--- src/logic/adc_pd_pkg.sv ---
// Purpose: constants and types of the power control
// Assumes: pclk at 50 MHz
// Notes:   times in ns
package adc_pd_pkg;

    // =========================================================
    // clock and timing
    localparam int SYS_CLK_HZ     = 50_000_000;
    localparam int SYS_CLK_MHZ    = 50;
    localparam int T_POR_NS       = 10_000;
    localparam int T_FAST_NS      = 5_000;
    localparam int T_FULL_NS      = 300_000;
    localparam int T_EXTCOMP_NS   = 20_000_000;
    localparam int T_REFOFF_NS    = 2_000;
    localparam int POR_CYCLES     = T_POR_NS * SYS_CLK_MHZ / 1000;
    localparam int FAST_CYCLES    = T_FAST_NS * SYS_CLK_MHZ / 1000;
    localparam int FULL_CYCLES    = T_FULL_NS * SYS_CLK_MHZ / 1000;
    localparam int EXTCOMP_CYCLES = T_EXTCOMP_NS * SYS_CLK_MHZ / 1000;
    localparam int REFOFF_CYCLES  = T_REFOFF_NS * SYS_CLK_MHZ / 1000;

    // =========================================================
    // internal conversion clock
    localparam int CONV_HZ_FLOAT = 1_800_000;
    localparam int CONV_HZ_HIGH  = 225_000;
    localparam int DIV_FLOAT     = SYS_CLK_HZ / CONV_HZ_FLOAT;
    localparam int DIV_HIGH      = SYS_CLK_HZ / CONV_HZ_HIGH;
    localparam int CONV_STEPS    = 13;

    // =========================================================
    // widths and types
    localparam int TIMER_W  = 20;
    localparam int DIV_W    = 8;
    localparam int RESULT_W = 12;
    typedef logic [TIMER_W-1:0]  tcount_t;
    typedef logic [DIV_W-1:0]    div_t;
    typedef logic [RESULT_W-1:0] result_t;
    typedef logic [3:0]          bitcnt_t;

    // =========================================================
    // shutdown pin codes
    localparam logic [1:0] PIN_LOW   = 2'h0;
    localparam logic [1:0] PIN_FLOAT = 2'h1;
    localparam logic [1:0] PIN_HIGH  = 2'h2;

    // =========================================================
    // register map and reset values
    localparam logic [11:0] OFS_CONFIG = 12'h000;
    localparam logic [11:0] OFS_SAMPLE = 12'h004;
    localparam logic [11:0] OFS_STATUS = 12'h008;
    localparam logic [11:0] OFS_CTRL   = 12'h00c;
    localparam logic        CONFIG_RST = 1'b0;
    localparam result_t     SAMPLE_RST = 12'h000;
    localparam logic        STROBE_RST = 1'b1;
    localparam bitcnt_t     BYTE_LAST  = 4'h7;
    localparam bitcnt_t     BIT5_OUT   = 4'h7;

    typedef enum logic [2:0] {
        ST_POR   = 3'h0,
        ST_READY = 3'h1,
        ST_CONV  = 3'h3,
        ST_DOWN  = 3'h2,
        ST_WAKE  = 3'h6,
        ST_HWPD  = 3'h7
    } pd_state_e;

endpackage : adc_pd_pkg

--- src/logic/power_timer_if.sv ---
// Purpose: sequencer to timer carrier
// Assumes: one clock domain
// Notes:   load is a one-cycle pulse, expired is a level
`timescale 1ns/100ps
interface power_timer_if;
    logic                     load;
    adc_pd_pkg::tcount_t      cycles;
    logic                     expired;
    modport timer (input load, input cycles, output expired);
    modport user  (output load, output cycles, input expired);
endinterface : power_timer_if

--- src/logic/pin_sync.sv ---
// Purpose: two-flop synchroniser for asynchronous pins
// Assumes: inputs unrelated to pclk
// Notes:   only the second stage leaves this module
`timescale 1ns/100ps
module pin_sync #(
    parameter int W = 1
) (
    // clock and reset
    input  wire logic         pclk,
    input  wire logic         presetn,
    // pins
    input  wire logic [W-1:0] d,
    output logic      [W-1:0] q
);
    if (W < 1) begin : g_bad_width
        $error("width below one");
    end

    typedef struct packed {
        logic [W-1:0] meta;
        logic [W-1:0] sync;
    } sync_s;

    sync_s r;
    sync_s next_r;

    always_comb begin
        next_r      = r;
        next_r.meta = d;
        next_r.sync = r.meta;
    end

    always_ff @(posedge pclk or negedge presetn) begin
        if (!presetn) begin
            r <= '0;
        end else begin
            r <= next_r;
        end
    end

    assign q = r.sync;
endmodule : pin_sync

--- src/logic/power_timer.sv ---
// Purpose: down counter for power-on and power-up delays
// Assumes: counts pclk cycles
// Notes:   reset loads the power-on delay
`timescale 1ns/100ps
module power_timer (
    // clock and reset
    input  wire logic  pclk,
    input  wire logic  presetn,
    // request and status
    power_timer_if.timer tif
);
    typedef struct packed {
        adc_pd_pkg::tcount_t count;
    } timer_s;

    timer_s r;
    timer_s next_r;

    always_comb begin
        next_r = r;
        if (tif.load) begin
            next_r.count = tif.cycles;
        end else if (r.count != '0) begin
            next_r.count = r.count - 1'b1;
        end
    end

    always_ff @(posedge pclk or negedge presetn) begin
        if (!presetn) begin
            r.count <= adc_pd_pkg::tcount_t'(adc_pd_pkg::POR_CYCLES);
        end else begin
            r <= next_r;
        end
    end

    assign tif.expired = (r.count == '0);
endmodule : power_timer

--- src/logic/adc_power_down_control.sv ---
// Purpose: power sequencing of a serial converter
// Assumes: serial pins asynchronous to pclk
// Notes:   sample register stands in for the result
`timescale 1ns/100ps

// What this block does
// RULE1: power-on gives internal mode, strobe high
// RULE2: host waits out reset interval
// RULE3: first one is the start bit
// RULE4: zeros out before first conversion
// RULE5: host keeps serial clock above floor
// RULE6: host caps serial clock rate
// RULE7: low bits pick software power-down
// RULE8: pin low overrides all
// RULE9: conversion finishes before power-down
// RULE10: readout works in power-down
// RULE11: start bit wakes device
// RULE12: high bit stays up, else one conversion
// RULE13: host allows wake delays
// RULE14: host allows settle, dummy conversion
// RULE15: pin low aborts conversion
// RULE16: conversion clock follows pin
// RULE17: short wake with buffer off
// RULE18: fast keeps bandgap, full all off
// RULE19: power bits decode four modes
// RULE20: conversion starts on fall after byte
// RULE21: pin is two-bit three-level code
// RULE22: timer delays wake, then strobe released
module adc_power_down_control #(
    parameter int FULL_CYCLES    = adc_pd_pkg::FULL_CYCLES,
    parameter int EXTCOMP_CYCLES = adc_pd_pkg::EXTCOMP_CYCLES
) (
    // clock and reset
    input  wire logic        pclk,
    input  wire logic        presetn,
    // apb slave
    input  wire logic [11:0] paddr,
    input  wire logic        psel,
    input  wire logic        penable,
    input  wire logic        pwrite,
    input  wire logic [31:0] pwdata,
    output logic      [31:0] prdata,
    output logic             pready,
    output logic             pslverr,
    // serial link pins
    input  wire logic        sclk,
    input  wire logic        cs_n,
    input  wire logic        din,
    input  wire logic [1:0]  shutdown_select_pin,
    output logic             dout,
    output logic             dout_oe,
    output logic             conversion_strobe,
    output logic             conversion_strobe_oe,
    // analog power enables
    output logic             analog_power_on,
    output logic             bandgap_on
);
    if (FULL_CYCLES < 1 || FULL_CYCLES >= (1 << adc_pd_pkg::TIMER_W) ||
        EXTCOMP_CYCLES < 1 ||
        EXTCOMP_CYCLES >= (1 << adc_pd_pkg::TIMER_W)) begin : g_bad_count
        $error("counts overflow timer");
    end

    // =========================================================
    // state
    typedef struct packed {
        adc_pd_pkg::pd_state_e state;
        logic                  sclk_d;
        adc_pd_pkg::bitcnt_t   rx_cnt;
        logic [7:0]            rx_sh;
        logic [7:0]            ctrl_byte;
        logic                  conv_pend;
        logic                  clk_mode;
        logic                  pd_after;
        logic                  pd_fast;
        adc_pd_pkg::bitcnt_t   step_cnt;
        adc_pd_pkg::div_t      div_cnt;
        adc_pd_pkg::result_t   out_sh;
        adc_pd_pkg::bitcnt_t   out_cnt;
        logic                  dout;
        logic                  strobe;
        logic                  first_done;
        logic                  t_load;
        adc_pd_pkg::tcount_t   t_cycles;
        logic                  ref_off;
        adc_pd_pkg::result_t   sample;
        logic [31:0]           prdata;
        logic                  slverr;
    } ctl_s;

    ctl_s r;
    ctl_s next_r;

    logic [4:0] pins_q;
    logic       s_sclk;
    logic       s_cs_n;
    logic       s_din;
    logic [1:0] s_pin;
    logic       rise;
    logic       fall;
    logic       hw_pd;

    power_timer_if tif ();

    pin_sync #(.W(5)) u_sync (
        .pclk    (pclk),
        .presetn (presetn),
        .d       ({~shutdown_select_pin, din, ~cs_n, sclk}),
        .q       (pins_q)
    );

    power_timer u_timer (
        .pclk    (pclk),
        .presetn (presetn),
        .tif     (tif)
    );

    assign s_sclk     = pins_q[0];
    // inverted through the flops so reset reads deselected, pin code 3, not low
    assign s_cs_n     = ~pins_q[1];
    assign s_din      = pins_q[2];
    assign s_pin      = ~pins_q[4:3]; // RULE21
    assign hw_pd      = (s_pin == adc_pd_pkg::PIN_LOW);
    assign rise       = s_sclk & ~r.sclk_d;
    assign fall       = ~s_sclk & r.sclk_d;
    assign tif.load   = r.t_load;
    assign tif.cycles = r.t_cycles;

    // =========================================================
    // helpers
    function automatic logic reg_hit(input logic [11:0] a);
        reg_hit = (a == adc_pd_pkg::OFS_CONFIG) ||
                  (a == adc_pd_pkg::OFS_SAMPLE) ||
                  (a == adc_pd_pkg::OFS_STATUS) ||
                  (a == adc_pd_pkg::OFS_CTRL);
    endfunction : reg_hit

    function automatic adc_pd_pkg::tcount_t wake_cycles(
        input logic       fast,
        input logic [1:0] pin,
        input logic       ref_off
    );
        if (ref_off) begin
            wake_cycles = adc_pd_pkg::tcount_t'(adc_pd_pkg::REFOFF_CYCLES);
        end else if (fast) begin
            wake_cycles = adc_pd_pkg::tcount_t'(adc_pd_pkg::FAST_CYCLES);
        end else if (pin == adc_pd_pkg::PIN_FLOAT) begin
            wake_cycles = adc_pd_pkg::tcount_t'(EXTCOMP_CYCLES);
        end else begin
            wake_cycles = adc_pd_pkg::tcount_t'(FULL_CYCLES);
        end
    endfunction : wake_cycles

    function automatic ctl_s finish(input ctl_s s);
        ctl_s f;
        f            = s;
        f.first_done = 1'b1;
        f.strobe     = 1'b1;
        f.state      = s.pd_after ? adc_pd_pkg::ST_DOWN // RULE9
                                  : adc_pd_pkg::ST_READY;
        finish       = f;
    endfunction : finish

    // =========================================================
    // next state
    always_comb begin
        logic [7:0]          byte_in;
        logic                mode;
        adc_pd_pkg::div_t    div_top;
        byte_in        = 8'h00;
        mode           = r.clk_mode;
        div_top        = 8'h00;
        next_r         = r;
        next_r.sclk_d  = s_sclk;
        next_r.t_load  = 1'b0;

        // apb: read data captured in setup
        if (psel && !penable) begin
            next_r.slverr = !reg_hit(paddr);
            case (paddr)
                adc_pd_pkg::OFS_CONFIG: next_r.prdata = {31'h0, r.ref_off};
                adc_pd_pkg::OFS_SAMPLE: next_r.prdata = {20'h0, r.sample};
                adc_pd_pkg::OFS_STATUS: next_r.prdata = {22'h0, r.pd_after,
                    s_pin, tif.expired, r.first_done, r.pd_fast,
                    r.clk_mode, r.state};
                adc_pd_pkg::OFS_CTRL:   next_r.prdata = {24'h0, r.ctrl_byte};
                default:                next_r.prdata = 32'h0;
            endcase
        end
        if (psel && penable && pwrite) begin
            if (paddr == adc_pd_pkg::OFS_CONFIG) begin
                next_r.ref_off = pwdata[0];
            end
            if (paddr == adc_pd_pkg::OFS_SAMPLE) begin
                next_r.sample = pwdata[11:0];
            end
        end

        // internal conversion clock divider
        if (s_pin == adc_pd_pkg::PIN_FLOAT) begin
            div_top = adc_pd_pkg::div_t'(adc_pd_pkg::DIV_FLOAT - 1); // RULE16
        end else begin
            div_top = adc_pd_pkg::div_t'(adc_pd_pkg::DIV_HIGH - 1); // RULE16
        end

        // serial receive
        if (s_cs_n) begin
            next_r.rx_cnt = '0;
        end else if (rise) begin
            if (r.rx_cnt == '0) begin
                if (s_din && !r.conv_pend &&
                    (r.state != adc_pd_pkg::ST_CONV || !r.clk_mode ||
                     r.out_cnt <= adc_pd_pkg::BIT5_OUT)) begin
                    next_r.rx_cnt = 4'h1; // RULE3
                    next_r.rx_sh  = 8'h01;
                    if (r.state == adc_pd_pkg::ST_DOWN) begin
                        next_r.state    = adc_pd_pkg::ST_WAKE; // RULE11
                        next_r.t_load   = 1'b1;
                        next_r.t_cycles = wake_cycles(r.pd_fast, s_pin,
                                                      r.ref_off);
                    end
                end
            end else if (r.rx_cnt == adc_pd_pkg::BYTE_LAST) begin
                next_r.ctrl_byte = {r.rx_sh[6:0], s_din};
                next_r.conv_pend = 1'b1;
                next_r.rx_cnt    = '0;
            end else begin
                next_r.rx_sh  = {r.rx_sh[6:0], s_din};
                next_r.rx_cnt = r.rx_cnt + 1'b1;
            end
        end

        // serial transmit on falling edges
        if (fall && !s_cs_n) begin
            if (r.out_cnt != '0) begin
                next_r.dout    = r.out_sh[11];
                next_r.out_sh  = {r.out_sh[10:0], 1'b0};
                next_r.out_cnt = r.out_cnt - 1'b1;
                if (r.state == adc_pd_pkg::ST_CONV && r.clk_mode &&
                    r.out_cnt == 4'h1) begin
                    next_r = finish(next_r);
                    next_r.strobe = 1'b0;
                end
            end else begin
                next_r.dout = 1'b0; // RULE4
            end
            if (r.state == adc_pd_pkg::ST_CONV && r.clk_mode) begin
                next_r.strobe = 1'b0;
            end
        end

        // control byte acts on the next fall
        if (fall && r.conv_pend) begin
            next_r.conv_pend = 1'b0;
            byte_in          = r.ctrl_byte;
            if (byte_in[1]) begin
                mode            = byte_in[0]; // RULE19
                next_r.clk_mode = byte_in[0];
                next_r.pd_after = 1'b0; // RULE12
            end else begin
                next_r.pd_after = 1'b1; // RULE7 RULE12
                next_r.pd_fast  = byte_in[0]; // RULE19
            end
            if (r.state == adc_pd_pkg::ST_READY ||
                r.state == adc_pd_pkg::ST_CONV) begin
                next_r.state    = adc_pd_pkg::ST_CONV; // RULE20
                next_r.step_cnt = '0;
                next_r.div_cnt  = '0;
                next_r.dout     = 1'b0;
                if (mode) begin
                    next_r.strobe  = 1'b1;
                    next_r.out_sh  = r.sample;
                    next_r.out_cnt = 4'hc;
                end else begin
                    next_r.strobe  = 1'b0;
                    next_r.out_cnt = '0;
                end
            end
        end

        // power sequencing
        case (r.state)
            adc_pd_pkg::ST_POR: begin
                if (tif.expired) begin
                    next_r.state = adc_pd_pkg::ST_READY; // RULE1
                end
            end
            adc_pd_pkg::ST_HWPD: begin
                next_r.state    = adc_pd_pkg::ST_WAKE;
                next_r.t_load   = 1'b1;
                next_r.t_cycles = wake_cycles(1'b0, s_pin, r.ref_off); // RULE17
            end
            adc_pd_pkg::ST_WAKE: begin
                if (tif.expired && !r.t_load) begin
                    next_r.state  = adc_pd_pkg::ST_READY; // RULE22
                    next_r.strobe = 1'b1; // RULE22
                end
            end
            adc_pd_pkg::ST_CONV: begin
                if (!r.clk_mode && next_r.state == adc_pd_pkg::ST_CONV) begin
                    if (r.div_cnt >= div_top) begin
                        next_r.div_cnt = '0;
                        if (r.step_cnt ==
                            adc_pd_pkg::bitcnt_t'(adc_pd_pkg::CONV_STEPS - 1))
                        begin
                            next_r         = finish(next_r);
                            next_r.out_sh  = r.sample;
                            next_r.out_cnt = 4'hc; // RULE10
                        end else begin
                            next_r.step_cnt = r.step_cnt + 1'b1;
                        end
                    end else begin
                        next_r.div_cnt = r.div_cnt + 1'b1;
                    end
                end
            end
            default: begin
            end
        endcase

        // pin low wins
        if (hw_pd) begin
            next_r.state     = adc_pd_pkg::ST_HWPD; // RULE8 RULE15
            next_r.conv_pend = 1'b0;
            next_r.rx_cnt    = '0;
            next_r.out_cnt   = '0;
            next_r.dout      = 1'b0;
            next_r.t_load    = 1'b0;
        end
    end

    always_ff @(posedge pclk or negedge presetn) begin
        if (!presetn) begin
            r          <= '0;
            r.state    <= adc_pd_pkg::ST_POR; // RULE1
            r.strobe   <= adc_pd_pkg::STROBE_RST; // RULE1
            r.ref_off  <= adc_pd_pkg::CONFIG_RST;
            r.sample   <= adc_pd_pkg::SAMPLE_RST;
        end else begin
            r <= next_r;
        end
    end

    // =========================================================
    // outputs
    assign prdata  = r.prdata;
    assign pready  = 1'b1;
    assign pslverr = psel & penable & r.slverr;
    assign dout    = r.dout;
    assign dout_oe = ~s_cs_n & ~hw_pd;
    assign conversion_strobe    = r.strobe;
    assign conversion_strobe_oe = ~hw_pd & (~r.clk_mode | ~s_cs_n);
    assign analog_power_on = (r.state == adc_pd_pkg::ST_POR)   ||
                             (r.state == adc_pd_pkg::ST_READY) ||
                             (r.state == adc_pd_pkg::ST_CONV)  ||
                             (r.state == adc_pd_pkg::ST_WAKE);
    assign bandgap_on = analog_power_on | // RULE18
                        ((r.state == adc_pd_pkg::ST_DOWN) & r.pd_fast);
endmodule : adc_power_down_control

--- config.mk ---
export PLATFORM = sky130hd
export DESIGN_NAME = adc_power_down_control
export DESIGN_NICKNAME = d
export VERILOG_FILES = /design/src/logic/adc_pd_pkg.sv /design/src/logic/power_timer_if.sv /design/src/logic/pin_sync.sv /design/src/logic/power_timer.sv /design/src/logic/adc_power_down_control.sv
export SDC_FILE = /design/constraint.sdc
export NUM_CORES = 1
export LEC_CHECK = 0
export BUFFER_PORTS_ARGS = -buffer_cell sky130_fd_sc_hd__buf_2
export CAP_MARGIN = 20
export CORE_MARGIN = 2
export CORE_UTILIZATION = 40
export CTS_BUF_LIST = sky130_fd_sc_hd__clkbuf_8
export CTS_CLUSTER_DIAMETER = 80
export CTS_CLUSTER_SIZE = 40
export DETAILED_ROUTE_END_ITERATION = 16
export PLACE_DENSITY = 0.56
export SETUP_SLACK_MARGIN = 0.3
export SYNTH_ARGS = -nofsm -noshare
export SYNTH_HDL_FRONTEND = slang
export SYNTH_HIERARCHICAL = 1
export SYNTH_SLANG_ARGS = --single-unit
--- constraint.sdc ---
create_clock -name pclk -period 6.3 [get_ports pclk]
set_clock_uncertainty 0.2 [all_clocks]
set_input_delay 0.315 -clock pclk [delete_from_list [all_inputs] [get_ports pclk]]
set_output_delay 0.315 -clock pclk [all_outputs]
set_load 0.01 [all_outputs]
# After elaboration in Yosys (flattened, before gate mapping)
# Index checks and enable logic that the tools add are counted.
[op_classes]
addsub = 5
magnitude_cmp = 2
eq_ne = 14
n_mux = 75
bitwise_logic = 16
reduce_logical = 33
[op_table]
columns = ["operator", "count"]
rows = [
  ["two-way mux 126 bit", 5],
  ["two-way mux 86 bit", 2],
  ["two-way mux 69 bit", 2],
  ["two-way mux 21 bit", 6],
  ["two-way mux 20 bit", 6],
  ["two-way mux 56 bit", 1],
  ["two-way mux 54 bit", 1],
  ["two-way mux 12 bit", 4],
  ["one-hot mux 12 bit (4 select lines)", 1],
  ["two-way mux 46 bit", 1],
  ["one-hot mux 21 bit (2 select lines)", 1],
  ["two-way mux 34 bit", 1],
  ["two-way mux 33 bit", 1],
  ["two-way mux 32 bit", 1],
  ["two-way mux 3 bit", 10],
  ["two-way mux 30 bit", 1],
  ["two-way mux 28 bit", 1],
  ["== test 12 x 4 -> 1 bit, second input constant", 2],
  ["two-way mux 8 bit", 3],
  ["logical NOT 20 bit", 1],
  ["two-way mux 4 bit", 5],
  ["nonzero test 20 bit", 1],
  ["subtractor 20 x 1 -> 20 bit, second input constant", 1],
  ["two-way mux 9 bit", 2],
  ["34 further kinds", 85],
]
[totals]
reg_bits = 156
wordCells = 170

# Logic depth before layout (Yosys ltp)
# Gate-level depths: netlist (run 1).
[depth]
word_depth = 26
mapped_depth = 10
depth_no_buf = 10

# Hierarchy
# Netlist (run 1), hierarchy kept.
[modules_own_cells]
columns = ["module", "n_inst", "cells_per_inst", "area_each_um2"]
rows = [
  ["adc_power_down_control", 1, 514, 5154.9],
  ["power_timer", 1, 140, 1325.0],
  ["pin_sync", 1, 10, 250.2],
]

# Least setup slack after synthesis (run 1)
# Ideal clock, no wire load.
[synth_timing]
path_type = "register to register"
start = "register u_timer/r[0] (netlist name)"
end = "register r[125] (netlist name)"
arrival_time_ps = 2388
path_slack_ps = 3582
path_stages_with_launch = 11
path_buffers = 0
cell_sequence = "dfrtp_1 inv_1 ha_1 or3b_2 or3_2 nor2_2 nor2b_1 o21ai_0 a2bb2oi_1 a21oi_1 o21ai_0"
[synth_lines]
columns = ["element", "line_no", "rtl"]
rows = [
  ["from (decl)", "power_timer.sv:16", "timer_s r;"],
  ["from (signal assigned)", "power_timer.sv:32", "r <= next_r;"],
  ["to (signal assigned)", "adc_power_down_control.sv:340", "r <= next_r;"],
  ["to (decl)", "adc_power_down_control.sv:91", "ctl_s r;"],
]

==> impl_metrics.env, run 1 <==
export IMPL_pwr_density_cell_nw_per_um2=293
export IMPL_grt_pass1_wl_microns=25400
export IMPL_fin_util_pct=46.1
export IMPL_switching_share_pct=33.0
export IMPL_clk_latency_ns=0.46
export IMPL_antenna_cells=0
export IMPL_antenna_found_initial=0
export IMPL_setup_tns_ns=0
export IMPL_ys_seq_area_share_pct=45.9
export IMPL_cts_max_path_buffers=2
export IMPL_yosysTopAreaCellShare_pct=43.1
export IMPL_stdcell_area_sq_um=7630
export IMPL_cap_violations=0
export IMPL_port_buffers=52
export IMPL_cts_max_level=4
export IMPL_area_growth_pct=13.3
export IMPL_ios=94
export IMPL_placed_area_sq_um=6990
export IMPL_crit_chain="inv_1 > ha_1 > or3b_2 > or3_2 > nor2_2 > nor2b_1 > o21ai_0 > a2bb2oi_1 > a21oi_1 > o21ai_0"
export IMPL_vias=5073
export IMPL_clk_root_buffer_cell="clkbuf_8"
export IMPL_clkPwrFrac_pct=33.6
export IMPL_layout_nets=791
export IMPL_drc=0
export IMPL_period_needed_ns=3.23
export IMPL_min_period_over_period_pct=51.3
export IMPL_globalRouteTotalUtil_pct=17.9
export IMPL_crit_buf_inv=1
export IMPL_peakVddDrop_uv=177
export IMPL_combPwrFrac_pct=21.8
export IMPL_cts_tree="built"
export IMPL_grt_overflow=0
export IMPL_power_leakage_nw=3.53
export IMPL_regToRegStartpoint="u_timer/r[0]$_DFFE_PN0P_"
export IMPL_numCtsBuffers=17
export IMPL_hpwl_microns=10700
export IMPL_finalMaxSlewViolations=0
export IMPL_synth_edff_count=0
export IMPL_worst_path_most_repeated_cell="o21ai_0"
export IMPL_synthTopCellsByArea="dfrtp_1, mux2_2, nand2_1"
export IMPL_postCtsSetupRepairBufs=0
export IMPL_synth_ff_type="dfrtp_1"
export IMPL_viasPerCell=5.31
export IMPL_final_hold_viol_count=0
export IMPL_slowest_delay_ns=0.50
export IMPL_yosysWarningCount=6
export IMPL_clock_sinks=123
export IMPL_drive_gt1_share_pct=22.0
export IMPL_internal_power_w=0.00150
export IMPL_arrival_ns=3.34
export IMPL_firstDrtPassIters=5
export IMPL_power_frac_seq_pct=44.7
export IMPL_min_path_type="primary input to flop"
export IMPL_critPathLaunch="u_timer/r[0]$_DFFE_PN0P_"
export IMPL_clock_fmax_mhz=310
export IMPL_syn_area_per_cell_sq_um=10.1
export IMPL_worst_pin_slew_ns=1.01
export IMPL_rows=47
export IMPL_power_switching_w=0.000738
export IMPL_cp_slowest_cell="or3_2"
export IMPL_clkTransAtPathRegs_ns=0.07
export IMPL_relSlewSlack_pct=32.8
export IMPL_die_h_microns=134
export IMPL_die_area_sq_um=17900
export IMPL_crit_path_end_kind="flop"
export IMPL_die_x_microns=134
export IMPL_crit_fanout=7
export IMPL_async_flop_share_pct=100
export IMPL_grt_setup_unrepaired="false"
export IMPL_final_cells=955
export IMPL_netlist_instances=664
export IMPL_synth_area_leader_cell="dfrtp_1"
export IMPL_drt_iter0_drc=382
export IMPL_wire_per_inst_microns=15.9
export IMPL_synth_seq_cells=123
export IMPL_drt_total_wl_microns=15200
export IMPL_grt_pass1_vias=4927
export IMPL_hp_start="paddr[2]"
export IMPL_cts_resized=0
export IMPL_crit_path_start_kind="flop"
export IMPL_gp_congestion=0.821
export IMPL_path_delay_family="simple AND/OR/NAND/NOR gates"
export IMPL_critPathKind="flop to flop"
export IMPL_ant_nets=0
export IMPL_initial_core_util_pct=40.7
export IMPL_setup_viol=0
export IMPL_status="complete, no violations"
export IMPL_syn_area_sq_um=6730
export IMPL_grt_max_degree=65
export IMPL_coreArea_sq_um=16500
export IMPL_crit_required_ns=6.41
export IMPL_place_inst=902
export IMPL_synth_distinct_cells=78
area by class of cell:
class	instances	area (sq um)
clock buffers	19	262
clock inverters	13	168
fillers	1568	8900
inverters	34	128
multi-input cells	471	3220
flip-flops and latches	123	3090
well taps	220	275
repair buffers	75	488
synth_stat cells, types with 3 or more instances:
master     number
xnor2_1         4
buf_6           4
a21oi_1        26
or4_1           7
nand3_1        21
buf_4          33
buf_2           5
nor4_1          6
nor3_1         17
mux2_2         29
nand4b_1        3
o41a_1          3
a22oi_1        11
nor4_2          3
a31oi_1         7
mux2i_1        11
or3_1           4
nand2_1        84
xor2_1          5
mux2_4         10
o31ai_1        22
o211ai_1        6
and3_1          4
a22o_1          7
nand4_1         5
nor2_1         31
or2_2           4
or3b_2          3
nor2b_1         9
clkbuf_1       14
a211o_1         3
a21o_1          5
dfstp_2         7
nand2b_1        7
dfrtp_1       116
ha_1           15
o21ai_0        25
nor3b_1         3
inv_1          34
a2bb2oi_1       4
layer usage:
metal	global-route usage, %	vias to the layer above	share of wire, %
li1	-	2450	-
met3	3.96	20	3.3
met5	0	-	0
met2	28.2	118	47
met1	24.3	2485	48
met4	6.56	0	1.5
logic make-up (layout without fill, tap and decap cells):
| group | Yosys count | after routing | synth area share, % |
|---|---|---|---|
| mux | 51 | 51 | 9.05 |
| buf+inv | 93 | 141 | 7.58 |
| simple gates | 232 | 232 | 18.8 |
| fa+ha+maj | 15 | 15 | 2.79 |
| other cells | 2 | 25 | 0.112 |
| compound gates | 139 | 139 | 14.6 |
| xor+xnor | 9 | 9 | 1.17 |
| flops | 123 | 123 | 45.9 |
power groups by stage:
stage	Clock, W	Combinational (W)	Sequential [W]
floorplan	0	0.000407	0.000959
global placement	0	0.000467	0.00101
detailed placement	0	0.000477	0.00101
CTS	0.000769	0.000488	0.000996
global route	0.000804	0.000551	0.00101
finish	0.000750	0.000487	0.000998
flip-flops by register name, indices dropped and copies added, names as in the netlist:
signal             cells
u_timer/r             20
u_sync/next_r          5
conversion_strobe      1
tif.cycles             8
r                     70
prdata                12
tif.load               1
dout                   1
u_sync/q               5
per-stage QoR:
step | hold WS, ns | total power [W] | setup WS [ns]
detailed placement | 0.135 | 0.00149 | 3.13
global route | 0.0878 | 0.00237 | 2.89
CTS | 0.0485 | 0.00225 | 3.09
finish | 0.0729 | 0.00224 | 3.07
floorplan | -0.181 | 0.00137 | 3.58
global placement | 0.132 | 0.00148 | 3.20
timing repair:
action | CTS | global route
endpoints found under the setup margin | 0 | 0
hold buffers | 21 | 0
hold endpoints to repair | 73 | 0
final timing paths:
path	slack [ns]	to	cells past startpoint
max	3.07	r[125]$_DFF_PN0_	10
min	0.07	prdata[11]$_DFFE_PN0P_	3
max reg2reg	3.07	r[125]$_DFF_PN0_	10
min reg2reg	0.15	u_sync/q[0]$_DFF_PN0_	0
max in group asynchronous	4.30	r[125]$_DFF_PN0_	3
min in group asynchronous	0.28	r[94]$_DFF_PN0_	2
placed cells by master (no fill, tap or decap), types with 5 or more instances in the layout:
master	count
a21oi_1	26
nand2_1	84
o211ai_1	6
ha_1	15
clkbuf_8	19
xor2_1	5
buf_2	51
dlygate4sd3_1	21
nor2_1	31
o31ai_1	22
dfstp_2	7
conb_1	25
nand3_1	21
nor2b_1	9
mux2_2	29
a21o_1	5
dfrtp_1	116
or4_1	7
o21ai_0	25
inv_1	35
a22o_1	7
nor4_1	6
nand2b_1	7
a22oi_1	11
mux2i_1	11
nand4_1	5
mux2_4	10
nor3_1	17
a31oi_1	7
worst register-to-register path, delay by kind of cell, from the launching register on:
kind	cells	cell delay [ns]
flip-flops	1	0.42
AND/OR/NAND/NOR	4	1.62
AO/OA/AOI/OAI	4	0.56
buffers and inverters	1	0.12
adder cells (fa/ha/maj)	1	0.17
Power figures use the tool's default switching activity.
==> run 2: changes to the inputs <==
==> constraint.sdc (replaced) <==
create_clock -name pclk -period 3.4 [get_ports pclk]
set_clock_uncertainty 0.2 [all_clocks]
set_input_delay 0.17 -clock pclk [delete_from_list [all_inputs] [get_ports pclk]]
set_output_delay 0.17 -clock pclk [all_outputs]
set_load 0.01 [all_outputs]
==> run 2 against run 1 <==
  * First-iteration DRC count up 6.3%
  * Clock power is 76% higher
  * Non-clock buffer count increased by 13
  * Maximum frequency up 12%
  * Cell count grew 1.4%
  * Combinational power rose by 95%
  * Sequential share of layout area fell by 0.58 points
  * Worst hold slack worse by 0.057 ns
  * Final area rose by 1.5%
  * Register-to-register slack worse by 2.6 ns
  * Wire length up 3.4%
  * Global-route usage rose by 0.47 points
==> impl_metrics.env, run 2 (synthesis results as in run 1) <==
export IMPL_clock_sinks=123
export IMPL_antenna_found_initial=0
export IMPL_hp_start="paddr[11]"
export IMPL_met2_length_microns=7490
export IMPL_gp_congestion=0.829
export IMPL_setup_viol=0
export IMPL_hold_slack_ns=0.0158
export IMPL_grt_pass1_wl_microns=26000
export IMPL_antenna_cells=0
export IMPL_ant_nets=0
export IMPL_cap_violations=0
export IMPL_pwr_density_cell_nw_per_um2=532
export IMPL_crit_path_end_kind="flop"
export IMPL_r2r_slack_ns=0.51
export IMPL_layout_nets=804
export IMPL_finalMaxSlewViolations=0
export IMPL_crit_path_start_kind="flop"
export IMPL_viasPerCell=5.33
export IMPL_port_buffers=52
export IMPL_clock_fmax_mhz=345
export IMPL_relSlewSlack_pct=43.8
export IMPL_globalRouteTotalUtil_pct=18.4
export IMPL_clk_root_buffer_cell="clkbuf_8"
export IMPL_crit_fanout=6
export IMPL_rr_worst_depth=10
export IMPL_arrival_ns=3.02
export IMPL_rows=47
export IMPL_drive_gt1_share_pct=23.5
export IMPL_wl_met3_microns=604
export IMPL_firstDrtPassIters=6
export IMPL_dp_slack_ns=0.438
export IMPL_grt_max_degree=64
export IMPL_worst_pin_slew_ns=0.843
export IMPL_grt_pass1_vias=5184
export IMPL_dr_max_layer_used="met4"
export IMPL_holdPathStages=5
export IMPL_peakVddDrop_uv=348
export IMPL_min_path_type="primary input to flop"
export IMPL_die_x_microns=134
export IMPL_grt_overflow=0
export IMPL_clkTransAtPathRegs_ns=0.08
export IMPL_grt_setup_unrepaired="true"
export IMPL_stdcell_area_sq_um=7740
export IMPL_clk_latency_ns=0.46
export IMPL_cts_tree="built"
export IMPL_wire_per_inst_microns=16.2
export IMPL_min_period_over_period_pct=85.1
export IMPL_final_hold_viol_count=0
export IMPL_period_needed_ns=2.89
export IMPL_initial_core_util_pct=40.7
export IMPL_coreArea_sq_um=16500
export IMPL_crit_required_ns=3.52
export IMPL_critPathKind="flop to flop"
export IMPL_drt_total_wl_microns=15700
export IMPL_final_common_cell="dfrtp_1"
export IMPL_vias=5159
export IMPL_ios=94
export IMPL_area_growth_pct=15.0
export IMPL_placed_area_sq_um=7050
export IMPL_regMostFlops="r"
export IMPL_status="complete, no violations"
export IMPL_min_to="prdata[4]$_DFFE_PN0P_"
export IMPL_largest_reg_flops=70
export IMPL_cts_max_level=4
export IMPL_cts_max_path_buffers=2
export IMPL_met1_length_microns=7300
export IMPL_regToRegStartpoint="u_timer/r[0]$_DFFE_PN0P_"
export IMPL_hpwl_microns=11000
export IMPL_power_leakage_nw=3.59
export IMPL_drt_iter0_drc=406
export IMPL_final_cell_mix="dfrtp_1, nand2_1, buf_2"
export IMPL_setup_tns_ns=0
export IMPL_setup_ws_ns=0.505
export IMPL_die_h_microns=134
export IMPL_total_power_w=0.00412
export IMPL_r2r_end="r[125]$_DFF_PN0_"
export IMPL_drc=0
export IMPL_die_area_sq_um=17900
export IMPL_numCtsBuffers=17
-- run 2: power by group --
group / internal (W) / total (W) / switching [W]
Combinational: 0.000400 / 0.000949 / 0.000548
Clock: 0.000663 / 0.00132 / 0.000660
Sequential: 0.00163 / 0.00185 / 0.000219
-- run 2: worst max path at each step --
stage | from | slack [ns] | end | cells after the start
3_5_place_dp | u_sync/q[3]$_DFF_PN0_ | 0.44 | r[76]$_DFF_PN0_ | 8
3_3_place_gp | u_sync/q[3]$_DFF_PN0_ | 0.47 | r[75]$_DFF_PN0_ | 8
2_1_floorplan | u_timer/r[0]$_DFFE_PN0P_ | 0.68 | r[125]$_DFF_PN0_ | 10
6_report | u_timer/r[0]$_DFFE_PN0P_ | 0.51 | r[125]$_DFF_PN0_ | 10
5_1_grt | u_sync/q[3]$_DFF_PN0_ | 0.29 | r[67]$_DFF_PN0_ | 8
4_1_cts | u_sync/q[3]$_DFF_PN0_ | 0.43 | r[76]$_DFF_PN0_ | 8
-- run 2: worst max-delay path, stage by stage, from the launching register on --
cell and delay [ns]:
dfrtp_1 0.43, inv_1 0.12, ha_1 0.20, or3b_2 0.48, or3_2 0.49, nor2_2 0.16
buf_4 0.18, nor2b_2 0.18, a2bb2oi_1 0.10, a21oi_1 0.14, o21ai_0 0.09
-- run 2: layout make-up --
| cell class | instances | area (sq um) |
|---|---|---|
| Multi-Input combinational cell | 471 | 3230 |
| Clock buffer | 17 | 234 |
| Clock inverter | 15 | 166 |
| Fill cell | 1556 | 8790 |
| Timing Repair Buffer | 88 | 618 |
| Sequential cell | 123 | 3090 |
| Tap cell | 220 | 275 |
| Inverter | 34 | 128 |
-- run 2: what timing repair did --
item                       4_1_cts  5_1_grt
hold endpoints to repair        78        0
hold buffers                    24        0
setup endpoints to repair        0       13
setup buffers                    0        3
gates resized for setup          0        3
-- run 2: metal layers --
metal  up-vias  GRT usage (%)
li1       2479              -
met1      2531           24.4
met2       124           29.4
met3        25           4.91
met4         0           5.85
met5         -              0
-- run 2: stage by stage --
step,utilization [%],instances
after floorplan,-,687
after global placement,42.7,909
after detailed placement,42.7,909
after CTS,46.6,965
after global routing,46.8,968
final,46.8,968
